--- src/draw_engine_defines.vh ---
`ifndef DRAW_ENGINE_DEFINES_VH
`define DRAW_ENGINE_DEFINES_VH

`define OFF_IO_X 4'h0
`define OFF_IO_Y 4'h1
`define OFF_PLANE_CTRL 4'h2
`define OFF_LINE_PAT 4'h3
`define OFF_PLANE_COLOUR 4'h4
`define OFF_ENDPOINT 4'h5
`define OFF_CURSOR_Y 4'h6
`define OFF_CURSOR_X 4'h7
`define OFF_MEM_WRITE 4'h8
`define OFF_MEM_READ 4'h9
`define OFF_STATUS 4'ha
`define OFF_RDATA 4'hb

`define CTRL_PLANE_EN_LSB 0
`define CTRL_USE_PATTERN_BIT 3
`define CTRL_FILL_EN_BIT 4
`define CTRL_RD_PLANE_LSB 5
`define CTRL_INTENSITY_LSB 8
`define PAT_SEL_LSB 0
`define PAT_SCALE_LSB 4

`define ENDPT_MOVE_BIT 11
`define LAST_WORD 6'h22
`define LAST_LINE 9'h1c6
`define WORD_DOTS_LAST 4'hf

`define CLK_PERIOD_NS 8
`define CONV_MAX_NS 90
`define CONV_MAX_CYCLES (`CONV_MAX_NS / `CLK_PERIOD_NS)

`define RST_PLANE_CTRL 12'h007
`define RST_LINE_PAT 8'h00
`define RST_PLANE_COLOUR 9'h0e4

`endif

--- src/graphics_draw_engine.v ---
`timescale 1ns/1ps
`include "draw_engine_defines.vh"
module graphics_draw_engine (
  // Clock and reset
  input wire REF_CLK_I,
  input wire NRST_I,
  // Host macro-command port
  input wire [3:0] ADDR_I,
  input wire [15:0] WDATA_I,
  input wire WR_I,
  input wire RD_I,
  output wire [15:0] RDATA_O,
  // Display timing, same clock domain
  input wire HBLANK_I,
  input wire VBLANK_I,
  input wire [8:0] DISP_Y_I,
  // Graphics memory
  output wire [6:0] MEM_ADDR_O,
  output wire RAS_N_O,
  output wire CAS_N_O,
  output wire WE_N_O,
  output wire [2:0] PLANE_WE_O,
  output wire [15:0] MEM_WDATA_O,
  output wire [15:0] BIT_MASK_O,
  input wire [47:0] MEM_RDATA_I,
  // Cursor, colour and status
  output wire [9:0] CURSOR_X_O,
  output wire [8:0] CURSOR_Y_O,
  output wire [8:0] PLANE_COLOUR_O,
  output wire VECTOR_DONE_O
);
  localparam [5:0] M_IDLE = 6'h01;
  localparam [5:0] M_CONV = 6'h02;
  localparam [5:0] M_ROWA = 6'h04;
  localparam [5:0] M_RAS = 6'h08;
  localparam [5:0] M_CAS = 6'h10;
  localparam [5:0] M_END = 6'h20;
  localparam [4:0] V_IDLE = 5'h01;
  localparam [4:0] V_SETUP = 5'h02;
  localparam [4:0] V_PLOT = 5'h04;
  localparam [4:0] V_WAIT = 5'h08;
  localparam [4:0] V_STEP = 5'h10;
  localparam [2:0] SRC_DISP = 3'h1;
  localparam [2:0] SRC_IO = 3'h2;
  localparam [2:0] SRC_VEC = 3'h4;

  // Fill cell numbering, dither order
  function [3:0] cell_number;
    input [1:0] cy;
    input [1:0] cx;
    begin
      case ({cy, cx})
        4'h0: cell_number = 4'h0;
        4'h1: cell_number = 4'h8;
        4'h2: cell_number = 4'h2;
        4'h3: cell_number = 4'ha;
        4'h4: cell_number = 4'hc;
        4'h5: cell_number = 4'h4;
        4'h6: cell_number = 4'he;
        4'h7: cell_number = 4'h6;
        4'h8: cell_number = 4'h3;
        4'h9: cell_number = 4'hb;
        4'ha: cell_number = 4'h1;
        4'hb: cell_number = 4'h9;
        4'hc: cell_number = 4'hf;
        4'hd: cell_number = 4'h7;
        4'he: cell_number = 4'hd;
        default: cell_number = 4'h5;
      endcase
    end
  endfunction

  function [15:0] pattern_rom;
    input [3:0] sel;
    begin
      case (sel)
        4'h0: pattern_rom = 16'hffff;
        4'h1: pattern_rom = 16'hff00;
        4'h2: pattern_rom = 16'hf0f0;
        4'h3: pattern_rom = 16'hcccc;
        4'h4: pattern_rom = 16'haaaa;
        4'h5: pattern_rom = 16'hfff0;
        4'h6: pattern_rom = 16'hff18;
        4'h7: pattern_rom = 16'hfe38;
        4'h8: pattern_rom = 16'hf000;
        4'h9: pattern_rom = 16'hffcc;
        4'ha: pattern_rom = 16'hfc30;
        4'hb: pattern_rom = 16'h8080;
        4'hc: pattern_rom = 16'hfffc;
        4'hd: pattern_rom = 16'he4e4;
        4'he: pattern_rom = 16'hf8f8;
        default: pattern_rom = 16'h0000;
      endcase
    end
  endfunction

  reg [5:0] io_x_reg;
  reg [8:0] io_y_reg;
  reg [11:0] ctrl_reg;
  reg [7:0] pat_reg;
  reg [8:0] colour_reg;
  reg [9:0] cursor_x_reg;
  reg [8:0] cursor_y_reg;
  reg [15:0] io_wdata_reg;
  reg [15:0] io_rdata_reg;
  reg io_pend_reg;
  reg io_write_reg;
  reg [15:0] rdata_reg;
  reg [9:0] ep_x_reg;
  reg ep_move_reg;
  reg ep_half_reg;
  reg ep_go_reg;
  reg [9:0] pen_x_reg;
  reg [8:0] pen_y_reg;
  reg [9:0] end_x_reg;
  reg [8:0] end_y_reg;
  reg major_x_reg;
  reg neg_x_reg;
  reg neg_y_reg;
  reg [10:0] maj_reg;
  reg [10:0] min_reg;
  reg [10:0] frac_reg;
  reg [10:0] count_reg;
  reg [3:0] pat_idx_reg;
  reg [3:0] rep_reg;
  reg vec_pend_reg;
  reg vec_done_reg;
  reg [4:0] vstate_reg;
  reg [3:0] dot_div_reg;
  reg [5:0] disp_x_reg;
  reg disp_pend_reg;
  reg [5:0] mstate_reg;
  reg [2:0] src_reg;
  reg [8:0] conv_y_reg;
  reg [5:0] conv_x_reg;
  reg [6:0] mem_addr_reg;
  reg ras_n_reg;
  reg cas_n_reg;
  reg we_n_reg;
  reg [2:0] plane_we_reg;
  reg [15:0] mem_wdata_reg;
  reg [15:0] bit_mask_reg;
  wire [13:0] word_addr;
  wire blanking;
  wire wr_any;
  wire cycle_end;
  wire [10:0] dx;
  wire [10:0] dy;
  wire [10:0] adx;
  wire [10:0] ady;
  wire [11:0] frac_sum;
  wire [15:0] pat_bits;
  wire dot_value;

  assign blanking = HBLANK_I | VBLANK_I;
  assign wr_any = WR_I;
  assign cycle_end = (mstate_reg == M_END);
  assign dx = {1'b0, end_x_reg} - {1'b0, pen_x_reg};
  assign dy = {2'b00, end_y_reg} - {2'b00, pen_y_reg};
  assign adx = dx[10] ? (11'h000 - dx) : dx;
  assign ady = dy[10] ? (11'h000 - dy) : dy;
  assign frac_sum = {1'b0, frac_reg} + {1'b0, min_reg};
  assign pat_bits = pattern_rom(pat_reg[`PAT_SEL_LSB +: 4]);
  assign dot_value = ctrl_reg[`CTRL_FILL_EN_BIT] ?
    (cell_number(pen_y_reg[1:0], pen_x_reg[1:0]) <=
     ctrl_reg[`CTRL_INTENSITY_LSB +: 4]) :
    (ctrl_reg[`CTRL_USE_PATTERN_BIT] ? pat_bits[pat_idx_reg] : 1'b1);

  word_address_converter u_conv (
    .clk_i(REF_CLK_I),
    .nrst_i(NRST_I),
    .y_i(conv_y_reg),
    .x_i(conv_x_reg),
    .addr_o(word_addr)
  );

  // Host commands, I/O counters and read port
  always @(posedge REF_CLK_I or negedge NRST_I)
  begin
    if (!NRST_I)
    begin
      io_x_reg <= 6'h00;
      io_y_reg <= 9'h000;
      ctrl_reg <= `RST_PLANE_CTRL;
      pat_reg <= `RST_LINE_PAT;
      colour_reg <= `RST_PLANE_COLOUR;
      cursor_x_reg <= 10'h000;
      cursor_y_reg <= 9'h000;
      io_wdata_reg <= 16'h0000;
      io_pend_reg <= 1'b0;
      io_write_reg <= 1'b0;
      rdata_reg <= 16'h0000;
      ep_x_reg <= 10'h000;
      ep_move_reg <= 1'b0;
      ep_half_reg <= 1'b0;
      ep_go_reg <= 1'b0;
      end_y_reg <= 9'h000;
    end
    else
    begin
      ep_go_reg <= 1'b0;
      if (cycle_end && src_reg == SRC_IO)
      begin
        io_pend_reg <= 1'b0;
        if (io_x_reg == `LAST_WORD)
        begin
          io_x_reg <= 6'h00;
          io_y_reg <= (io_y_reg == `LAST_LINE) ? 9'h000 : io_y_reg + 9'h001;
        end
        else
          io_x_reg <= io_x_reg + 6'h01;
      end
      if (wr_any)
      begin
        case (ADDR_I)
          `OFF_IO_X: io_x_reg <= WDATA_I[5:0];
          `OFF_IO_Y: io_y_reg <= WDATA_I[8:0];
          `OFF_PLANE_CTRL: ctrl_reg <= WDATA_I[11:0];
          `OFF_LINE_PAT: pat_reg <= WDATA_I[7:0];
          `OFF_PLANE_COLOUR: colour_reg <= WDATA_I[8:0];
          `OFF_CURSOR_Y: cursor_y_reg <= WDATA_I[8:0];
          `OFF_CURSOR_X: cursor_x_reg <= WDATA_I[9:0];
          `OFF_ENDPOINT:
            if (vstate_reg == V_IDLE && !ep_go_reg)
            begin
              if (!ep_half_reg)
              begin
                ep_x_reg <= WDATA_I[9:0];
                ep_move_reg <= WDATA_I[`ENDPT_MOVE_BIT];
                ep_half_reg <= 1'b1;
              end
              else
              begin
                end_y_reg <= WDATA_I[8:0];
                ep_half_reg <= 1'b0;
                ep_go_reg <= 1'b1;
              end
            end
          `OFF_MEM_WRITE:
            if (!io_pend_reg)
            begin
              io_wdata_reg <= WDATA_I;
              io_write_reg <= 1'b1;
              io_pend_reg <= 1'b1;
            end
          `OFF_MEM_READ:
            if (!io_pend_reg)
            begin
              io_write_reg <= 1'b0;
              io_pend_reg <= 1'b1;
            end
          default: ;
        endcase
      end
      if (RD_I)
      begin
        case (ADDR_I)
          `OFF_IO_X: rdata_reg <= {10'h000, io_x_reg};
          `OFF_IO_Y: rdata_reg <= {7'h00, io_y_reg};
          `OFF_PLANE_CTRL: rdata_reg <= {4'h0, ctrl_reg};
          `OFF_LINE_PAT: rdata_reg <= {8'h00, pat_reg};
          `OFF_PLANE_COLOUR: rdata_reg <= {7'h00, colour_reg};
          `OFF_CURSOR_Y: rdata_reg <= {7'h00, cursor_y_reg};
          `OFF_CURSOR_X: rdata_reg <= {6'h00, cursor_x_reg};
          `OFF_STATUS: rdata_reg <= {13'h0000, io_pend_reg,
            (vstate_reg != V_IDLE), vec_done_reg};
          `OFF_RDATA: rdata_reg <= io_rdata_reg;
          default: rdata_reg <= 16'h0000;
        endcase
      end
    end
  end

  // Vector generator
  always @(posedge REF_CLK_I or negedge NRST_I)
  begin
    if (!NRST_I)
    begin
      vstate_reg <= V_IDLE;
      pen_x_reg <= 10'h000;
      pen_y_reg <= 9'h000;
      end_x_reg <= 10'h000;
      major_x_reg <= 1'b1;
      neg_x_reg <= 1'b0;
      neg_y_reg <= 1'b0;
      maj_reg <= 11'h000;
      min_reg <= 11'h000;
      frac_reg <= 11'h000;
      count_reg <= 11'h000;
      pat_idx_reg <= 4'h0;
      rep_reg <= 4'h0;
      vec_pend_reg <= 1'b0;
      vec_done_reg <= 1'b0;
    end
    else
    begin
      case (vstate_reg)
        V_IDLE:
          if (ep_go_reg)
          begin
            vec_done_reg <= 1'b0;
            end_x_reg <= ep_x_reg;
            if (ep_move_reg)
            begin
              pen_x_reg <= ep_x_reg;
              pen_y_reg <= end_y_reg;
              vec_done_reg <= 1'b1;
            end
            else
              vstate_reg <= V_SETUP;
          end
        V_SETUP:
        begin
          major_x_reg <= (adx >= ady);
          maj_reg <= (adx >= ady) ? adx : ady;
          min_reg <= (adx >= ady) ? ady : adx;
          frac_reg <= ((adx >= ady) ? adx : ady) >> 1;
          count_reg <= (adx >= ady) ? adx : ady;
          neg_x_reg <= dx[10];
          neg_y_reg <= dy[10];
          pat_idx_reg <= 4'h0;
          rep_reg <= 4'h0;
          vstate_reg <= V_PLOT;
        end
        V_PLOT:
        begin
          vec_pend_reg <= 1'b1;
          vstate_reg <= V_WAIT;
        end
        V_WAIT:
          if (cycle_end && src_reg == SRC_VEC)
          begin
            vec_pend_reg <= 1'b0;
            if (rep_reg == pat_reg[`PAT_SCALE_LSB +: 4])
            begin
              rep_reg <= 4'h0;
              pat_idx_reg <= pat_idx_reg - 4'h1;
            end
            else
              rep_reg <= rep_reg + 4'h1;
            if (count_reg == 11'h000)
            begin
              vec_done_reg <= 1'b1;
              vstate_reg <= V_IDLE;
            end
            else
              vstate_reg <= V_STEP;
          end
        V_STEP:
        begin
          count_reg <= count_reg - 11'h001;
          // Fraction scaled by the major delta, so no divider is needed
          if (frac_sum >= {1'b0, maj_reg})
            frac_reg <= frac_sum[10:0] - maj_reg;
          else
            frac_reg <= frac_sum[10:0];
          if (major_x_reg || frac_sum >= {1'b0, maj_reg})
            pen_x_reg <= neg_x_reg ? pen_x_reg - 10'h001 :
              pen_x_reg + 10'h001;
          if (!major_x_reg || frac_sum >= {1'b0, maj_reg})
            pen_y_reg <= neg_y_reg ? pen_y_reg - 9'h001 : pen_y_reg + 9'h001;
          vstate_reg <= V_PLOT;
        end
        default: vstate_reg <= V_IDLE;
      endcase
    end
  end

  // Display word counter follows the scan, one word per 16 dots
  always @(posedge REF_CLK_I or negedge NRST_I)
  begin
    if (!NRST_I)
    begin
      dot_div_reg <= 4'h0;
      disp_x_reg <= 6'h00;
      disp_pend_reg <= 1'b0;
    end
    else if (blanking)
    begin
      dot_div_reg <= 4'h0;
      disp_x_reg <= 6'h00;
      disp_pend_reg <= 1'b0;
    end
    else
    begin
      dot_div_reg <= dot_div_reg + 4'h1;
      if (dot_div_reg == 4'h0)
        disp_pend_reg <= 1'b1;
      else if (cycle_end && src_reg == SRC_DISP)
        disp_pend_reg <= 1'b0;
      if (dot_div_reg == `WORD_DOTS_LAST)
        disp_x_reg <= disp_x_reg + 6'h01;
    end
  end

  // Memory cycle sequencer
  always @(posedge REF_CLK_I or negedge NRST_I)
  begin
    if (!NRST_I)
    begin
      mstate_reg <= M_IDLE;
      src_reg <= SRC_DISP;
      conv_y_reg <= 9'h000;
      conv_x_reg <= 6'h00;
      mem_addr_reg <= 7'h00;
      ras_n_reg <= 1'b1;
      cas_n_reg <= 1'b1;
      we_n_reg <= 1'b1;
      plane_we_reg <= 3'h0;
      mem_wdata_reg <= 16'h0000;
      bit_mask_reg <= 16'h0000;
      io_rdata_reg <= 16'h0000;
    end
    else
    begin
      case (mstate_reg)
        M_IDLE:
          if (!blanking && disp_pend_reg)
          begin
            src_reg <= SRC_DISP;
            conv_y_reg <= DISP_Y_I;
            conv_x_reg <= disp_x_reg;
            mstate_reg <= M_CONV;
          end
          else if (blanking && vec_pend_reg)
          begin
            src_reg <= SRC_VEC;
            conv_y_reg <= pen_y_reg;
            conv_x_reg <= pen_x_reg[9:4];
            mem_wdata_reg <= {16{dot_value}};
            bit_mask_reg <= 16'h0001 << pen_x_reg[3:0];
            mstate_reg <= M_CONV;
          end
          else if (blanking && io_pend_reg)
          begin
            src_reg <= SRC_IO;
            conv_y_reg <= io_y_reg;
            conv_x_reg <= io_x_reg;
            mem_wdata_reg <= io_wdata_reg;
            bit_mask_reg <= 16'hffff;
            mstate_reg <= M_CONV;
          end
        M_CONV: mstate_reg <= M_ROWA;
        M_ROWA:
        begin
          mem_addr_reg <= word_addr[6:0];
          we_n_reg <= ~((src_reg == SRC_VEC) ||
            (src_reg == SRC_IO && io_write_reg));
          plane_we_reg <= (src_reg == SRC_DISP ||
            (src_reg == SRC_IO && !io_write_reg)) ? 3'h0 :
            ctrl_reg[`CTRL_PLANE_EN_LSB +: 3];
          mstate_reg <= M_RAS;
        end
        M_RAS:
        begin
          ras_n_reg <= 1'b0;
          mem_addr_reg <= word_addr[13:7];
          mstate_reg <= M_CAS;
        end
        M_CAS:
        begin
          cas_n_reg <= 1'b0;
          mstate_reg <= M_END;
        end
        M_END:
        begin
          if (src_reg == SRC_IO && !io_write_reg)
            io_rdata_reg <= MEM_RDATA_I[16 * ctrl_reg[`CTRL_RD_PLANE_LSB +: 2]
              +: 16];
          ras_n_reg <= 1'b1;
          cas_n_reg <= 1'b1;
          we_n_reg <= 1'b1;
          plane_we_reg <= 3'h0;
          mstate_reg <= M_IDLE;
        end
        default: mstate_reg <= M_IDLE;
      endcase
    end
  end

  assign RDATA_O = rdata_reg;
  assign MEM_ADDR_O = mem_addr_reg;
  assign RAS_N_O = ras_n_reg;
  assign CAS_N_O = cas_n_reg;
  assign WE_N_O = we_n_reg;
  assign PLANE_WE_O = plane_we_reg;
  assign MEM_WDATA_O = mem_wdata_reg;
  assign BIT_MASK_O = bit_mask_reg;
  assign CURSOR_X_O = cursor_x_reg;
  assign CURSOR_Y_O = cursor_y_reg;
  assign PLANE_COLOUR_O = colour_reg;
  assign VECTOR_DONE_O = vec_done_reg;
endmodule

--- src/word_address_converter.v ---
`timescale 1ns/1ps
module word_address_converter (
  // Clock and reset
  input wire clk_i,
  input wire nrst_i,
  // X/Y word address
  input wire [8:0] y_i,
  input wire [5:0] x_i,
  // Absolute word address, one cycle later
  output reg [13:0] addr_o
);
  // 35Y = 32Y + 2Y + Y; max result 15924 fits in 14 bits
  wire [14:0] sum;
  assign sum = {1'b0, y_i[8:0], 5'h00} + {5'h00, y_i, 1'b0} +
    {6'h00, y_i} + {9'h000, x_i};

  // One clock of 8 ns is well inside the allowed conversion time
  always @(posedge clk_i or negedge nrst_i)
  begin
    if (!nrst_i)
      addr_o <= 14'h0000;
    else
      addr_o <= sum[13:0];
  end
endmodule
--- config.mk ---
export PLATFORM = sky130hd
export DESIGN_NAME = graphics_draw_engine
export DESIGN_NICKNAME = d
export VERILOG_FILES = /design/src/graphics_draw_engine.v /design/src/word_address_converter.v
export VERILOG_INCLUDE_DIRS = /design/src
export SDC_FILE = /design/constraint.sdc
export NUM_CORES = 1
export LEC_CHECK = 0
export BUFFER_PORTS_ARGS = -buffer_cell sky130_fd_sc_hd__buf_4
export CAP_MARGIN = 5
export CORE_MARGIN = 2
export CORE_UTILIZATION = 50
export DETAILED_ROUTE_END_ITERATION = 6
export PLACE_DENSITY = 0.75
export SLEW_MARGIN = 20
export SYNTH_ARGS = -nofsm -noshare
export SYNTH_HDL_FRONTEND = slang
export SYNTH_SLANG_ARGS = --single-unit
--- constraint.sdc ---
create_clock -name REF_CLK_I -period 4.6 [get_ports REF_CLK_I]
set_input_delay 0.23 -clock REF_CLK_I [delete_from_list [all_inputs] [get_ports REF_CLK_I]]
set_output_delay 0.23 -clock REF_CLK_I [all_outputs]
set_load 0.1 [all_outputs]
==> impl_metrics.json <==
{
  "crit_required_ps": 5020,
  "fill_cells": 3158,
  "drc": 0,
  "path_clk_slew_ps": 60,
  "grt_usage_pct": 26.9,
  "wire_per_inst_um": 19.0,
  "power.density_mw_per_mm2": 845,
  "cp_cell_sequence": "inv_1, ha_1, inv_1, fa_1, a21oi_2, o221ai_2, a21o_1, o21ai_2, buf_4, o21ai_0, xnor2_1, ha_1, o21ai_0, o21ai_1, maj3_2, a21oi_4, buf_6, mux2_4, a211o_1",
  "syn_inst": 2050,
  "vias": 16600,
  "routed_wl_mm": 53.5,
  "ff2ff_path_depth": 19,
  "fin_skew_ps": 25.3,
  "crit_fanout": 4,
  "dieWidth_um": 199,
  "syn_nets": 2259,
  "gr-total-overflow": 0,
  "grt_setup_unrepaired": "yes",
  "critPathLaunch": "end_x_reg[0]",
  "layout_common_cells": "dfrtp_1 (306), buf_4 (250), nand2_1 (217)",
  "seq_area_mm2": 0.00803,
  "syn_to_final_growth_pct": 20.7,
  "clock_sinks": 320,
  "holdPathStages": 3,
  "reg2reg_slack_ps": 80,
  "regToRegEndpoint": "count_reg[3]",
  "start_util_pct": 50.6,
  "async_flop_share_pct": 100,
  "hold_viol_final": 1,
  "dieArea_mm2": 0.0395,
  "ys_seq_area_share_pct": 42.3,
  "hp-class": "input port to flip-flop",
  "stdcell_count": 2816,
  "reg2reg_from": "end_x_reg[0]",
  "path_class": "flip-flop to flip-flop",
  "cp_slowest_cell": "fa_1",
  "diodes": 0,
  "cts_buffers": 35,
  "power_leakage_nw": 10.4,
  "max_stage_delay_ps": 420,
  "core_mm2": 0.0375,
  "multi_input_area_mm2": 0.0104,
  "fmax_mhz": 221,
  "cts_root_buffer": "clkbuf_16",
  "yosys_warnings": 0,
  "drv_slew": 0,
  "holdPathEnd": "io_rdata_reg[6]",
  "syn_avg_cell_area_um2": 9.24,
  "hold_slack_ps": -0.888,
  "cts_tree": "done",
  "drive_gt1_share_pct": 20.7,
  "grt_max_degree": 120,
  "cap_violations": 0,
  "ys.flop_type": "dfrtp_1",
  "synth.cell_area_mm2": 0.0190,
  "clk_path_buf_depth": 3,
  "max_slew_margin_pct": 21.5,
  "worst_pin_slew_ps": 1170,
  "irDropWorstVdd_mv": 0.818,
  "grt_pass1_wl_mm": 85.0,
  "tns_ps": 0,
  "fin_nets": 2487,
  "ys_seq_elements": 320,
  "cts_max_level": 2,
  "min_period_ps": 4520,
  "drt_pass1_iterations": 6,
  "finalWeightedCongestion": 0.928,
  "portBuffers": 172,
  "startpoint_type": "flip-flop",
  "final_common_cell": "dfrtp_1",
  "synth_edf_count": 0,
  "critPathBufInv": 4,
  "rows": 71,
  "clock_latency_ps": 540,
  "hold_path.startpoint": "MEM_RDATA_I[38]",
  "period_share_pct": 98.2,
  "io_pins": 173,
  "drt-initial-drc-count": 1635,
  "status": "complete, but fails checks",
  "placedCellCount": 2715,
  "cp.arrival_ps": 4930,
  "antenna_found_initial": 1,
  "power.total_w": 0.0193,
  "setup_violations": 0,
  "die_y_um": 199,
  "grt_pass1_vias": 16100,
  "violations": "hold timing",
  "dpl.hpwl_mm": 38.6,
  "synth_cell_types": 79,
  "routed_via_density": 5.90,
  "final_antenna_net_count": 0,
  "end_kind": "flip-flop",
  "crit_family": "compound AO/OA/AOI/OAI gates"
}
[report_power, final]
| part | internal, W | switching [W] |
|---|---|---|
| clock | 0.00174 | 0.00121 |
| combinational | 0.00524 | 0.00692 |
| sequential | 0.00355 | 0.000692 |
| total | 0.0105 | 0.00882 |
[synth_stat cells, drive strengths merged, types with 8 or more instances]
cell	number	area (um2)
dfrtp	306	7660
nand2	217	815
a21oi	182	922
nor2	177	664
o21ai	161	806
inv	118	443
ha	110	1380
mux2	96	1080
clkbuf	84	315
nand3	54	270
xnor2	49	429
nor3	39	195
mux2i	33	330
a31oi	26	163
xor2	26	228
a211oi	21	163
nand2b	21	131
nor2b	19	119
a21o	17	128
o22ai	17	106
fa	16	320
o211ai	15	113
o21bai	15	113
dfstp	14	368
a22oi	13	97.6
nand4	13	81.3
a21boi	12	90.1
nand3b	12	90.1
and3	11	68.8
nor4	10	62.6
o21a	9	67.6
or4	9	67.6
nor3b	8	60.1
[worst reg2reg max path: stages (launching register included)]
cell      delay, ps
dfrtp_1         370
inv_1            50
ha_1            150
inv_1            50
fa_1            420
a21oi_2         250
o221ai_2        160
a21o_1          220
o21ai_2         190
buf_4           160
o21ai_0         100
xnor2_1         350
ha_1            320
o21ai_0         210
o21ai_1         100
maj3_2          330
a21oi_4         210
buf_6           140
mux2_4          320
a211o_1         280
[final cells by class]
cell class                 count  share of cell area [%]
inverter                     120                    1.97
multi-input combinational   1521                    45.3
tap                          511                    2.79
clock inverter                14                   0.826
timing repair buffer         280                    9.58
clock buffer                  50                    4.47
sequential                   320                    35.1
[worst max path at each step]
| stage | endpoint | slack [ps] | cells after the start |
|---|---|---|---|
| floorplan | frac_reg[2] | 40 | 19 |
| global placement | count_reg[9] | -70 | 18 |
| detailed placement | count_reg[5] | -210 | 19 |
| CTS | count_reg[5] | 20 | 19 |
| global route | count_reg[3] | -110 | 23 |
| finish | count_reg[3] | 80 | 19 |
[timing repair]
| action | 4_1_cts | 5_1_grt |
|---|---|---|
| setup endpoints to repair | 50 | 61 |
| cloned | 0 | 1 |
| pin swaps | 3 | 23 |
| endpoints found under the hold margin | 130 | 0 |
| buffers inserted | 2 | 11 |
| gates resized for setup | 12 | 44 |
| hold buffers | 23 | 0 |
[cells by family after synthesis]
logic type | count (synthesis) | share of synthesized area, %
simple gates | 623 | 15.2
compound gates | 566 | 18.4
flops | 320 | 42.3
buf+inv | 209 | 4.19
mux | 129 | 7.45
fa+ha+maj | 127 | 9.01
xor+xnor | 75 | 3.47
other cells | 1 | 0.0198
[metal layers]
metal | track usage (%) | wire (um) | vias up
met5 | 0 | 0 | -
met4 | 8.10 | 1510 | 0
met3 | 4.46 | 4160 | 120
met2 | 43.0 | 24600 | 660
met1 | 37.6 | 23300 | 8090
li1 | - | - | 7750
[stage by stage]
stage               area, um2  hold slack (ps)  setup slack, ps  utilization [%]
floorplan               19000            -65.6             43.0                -
global placement        21100              355            -66.5             56.3
detailed placement      21100              353             -207             56.3
CTS                     22600             3.28             15.9             60.3
global route            22900             19.4             -114             61.0
finish                  22900           -0.888             84.2             61.0
Note: power is estimated with default switching activity, not from simulation.
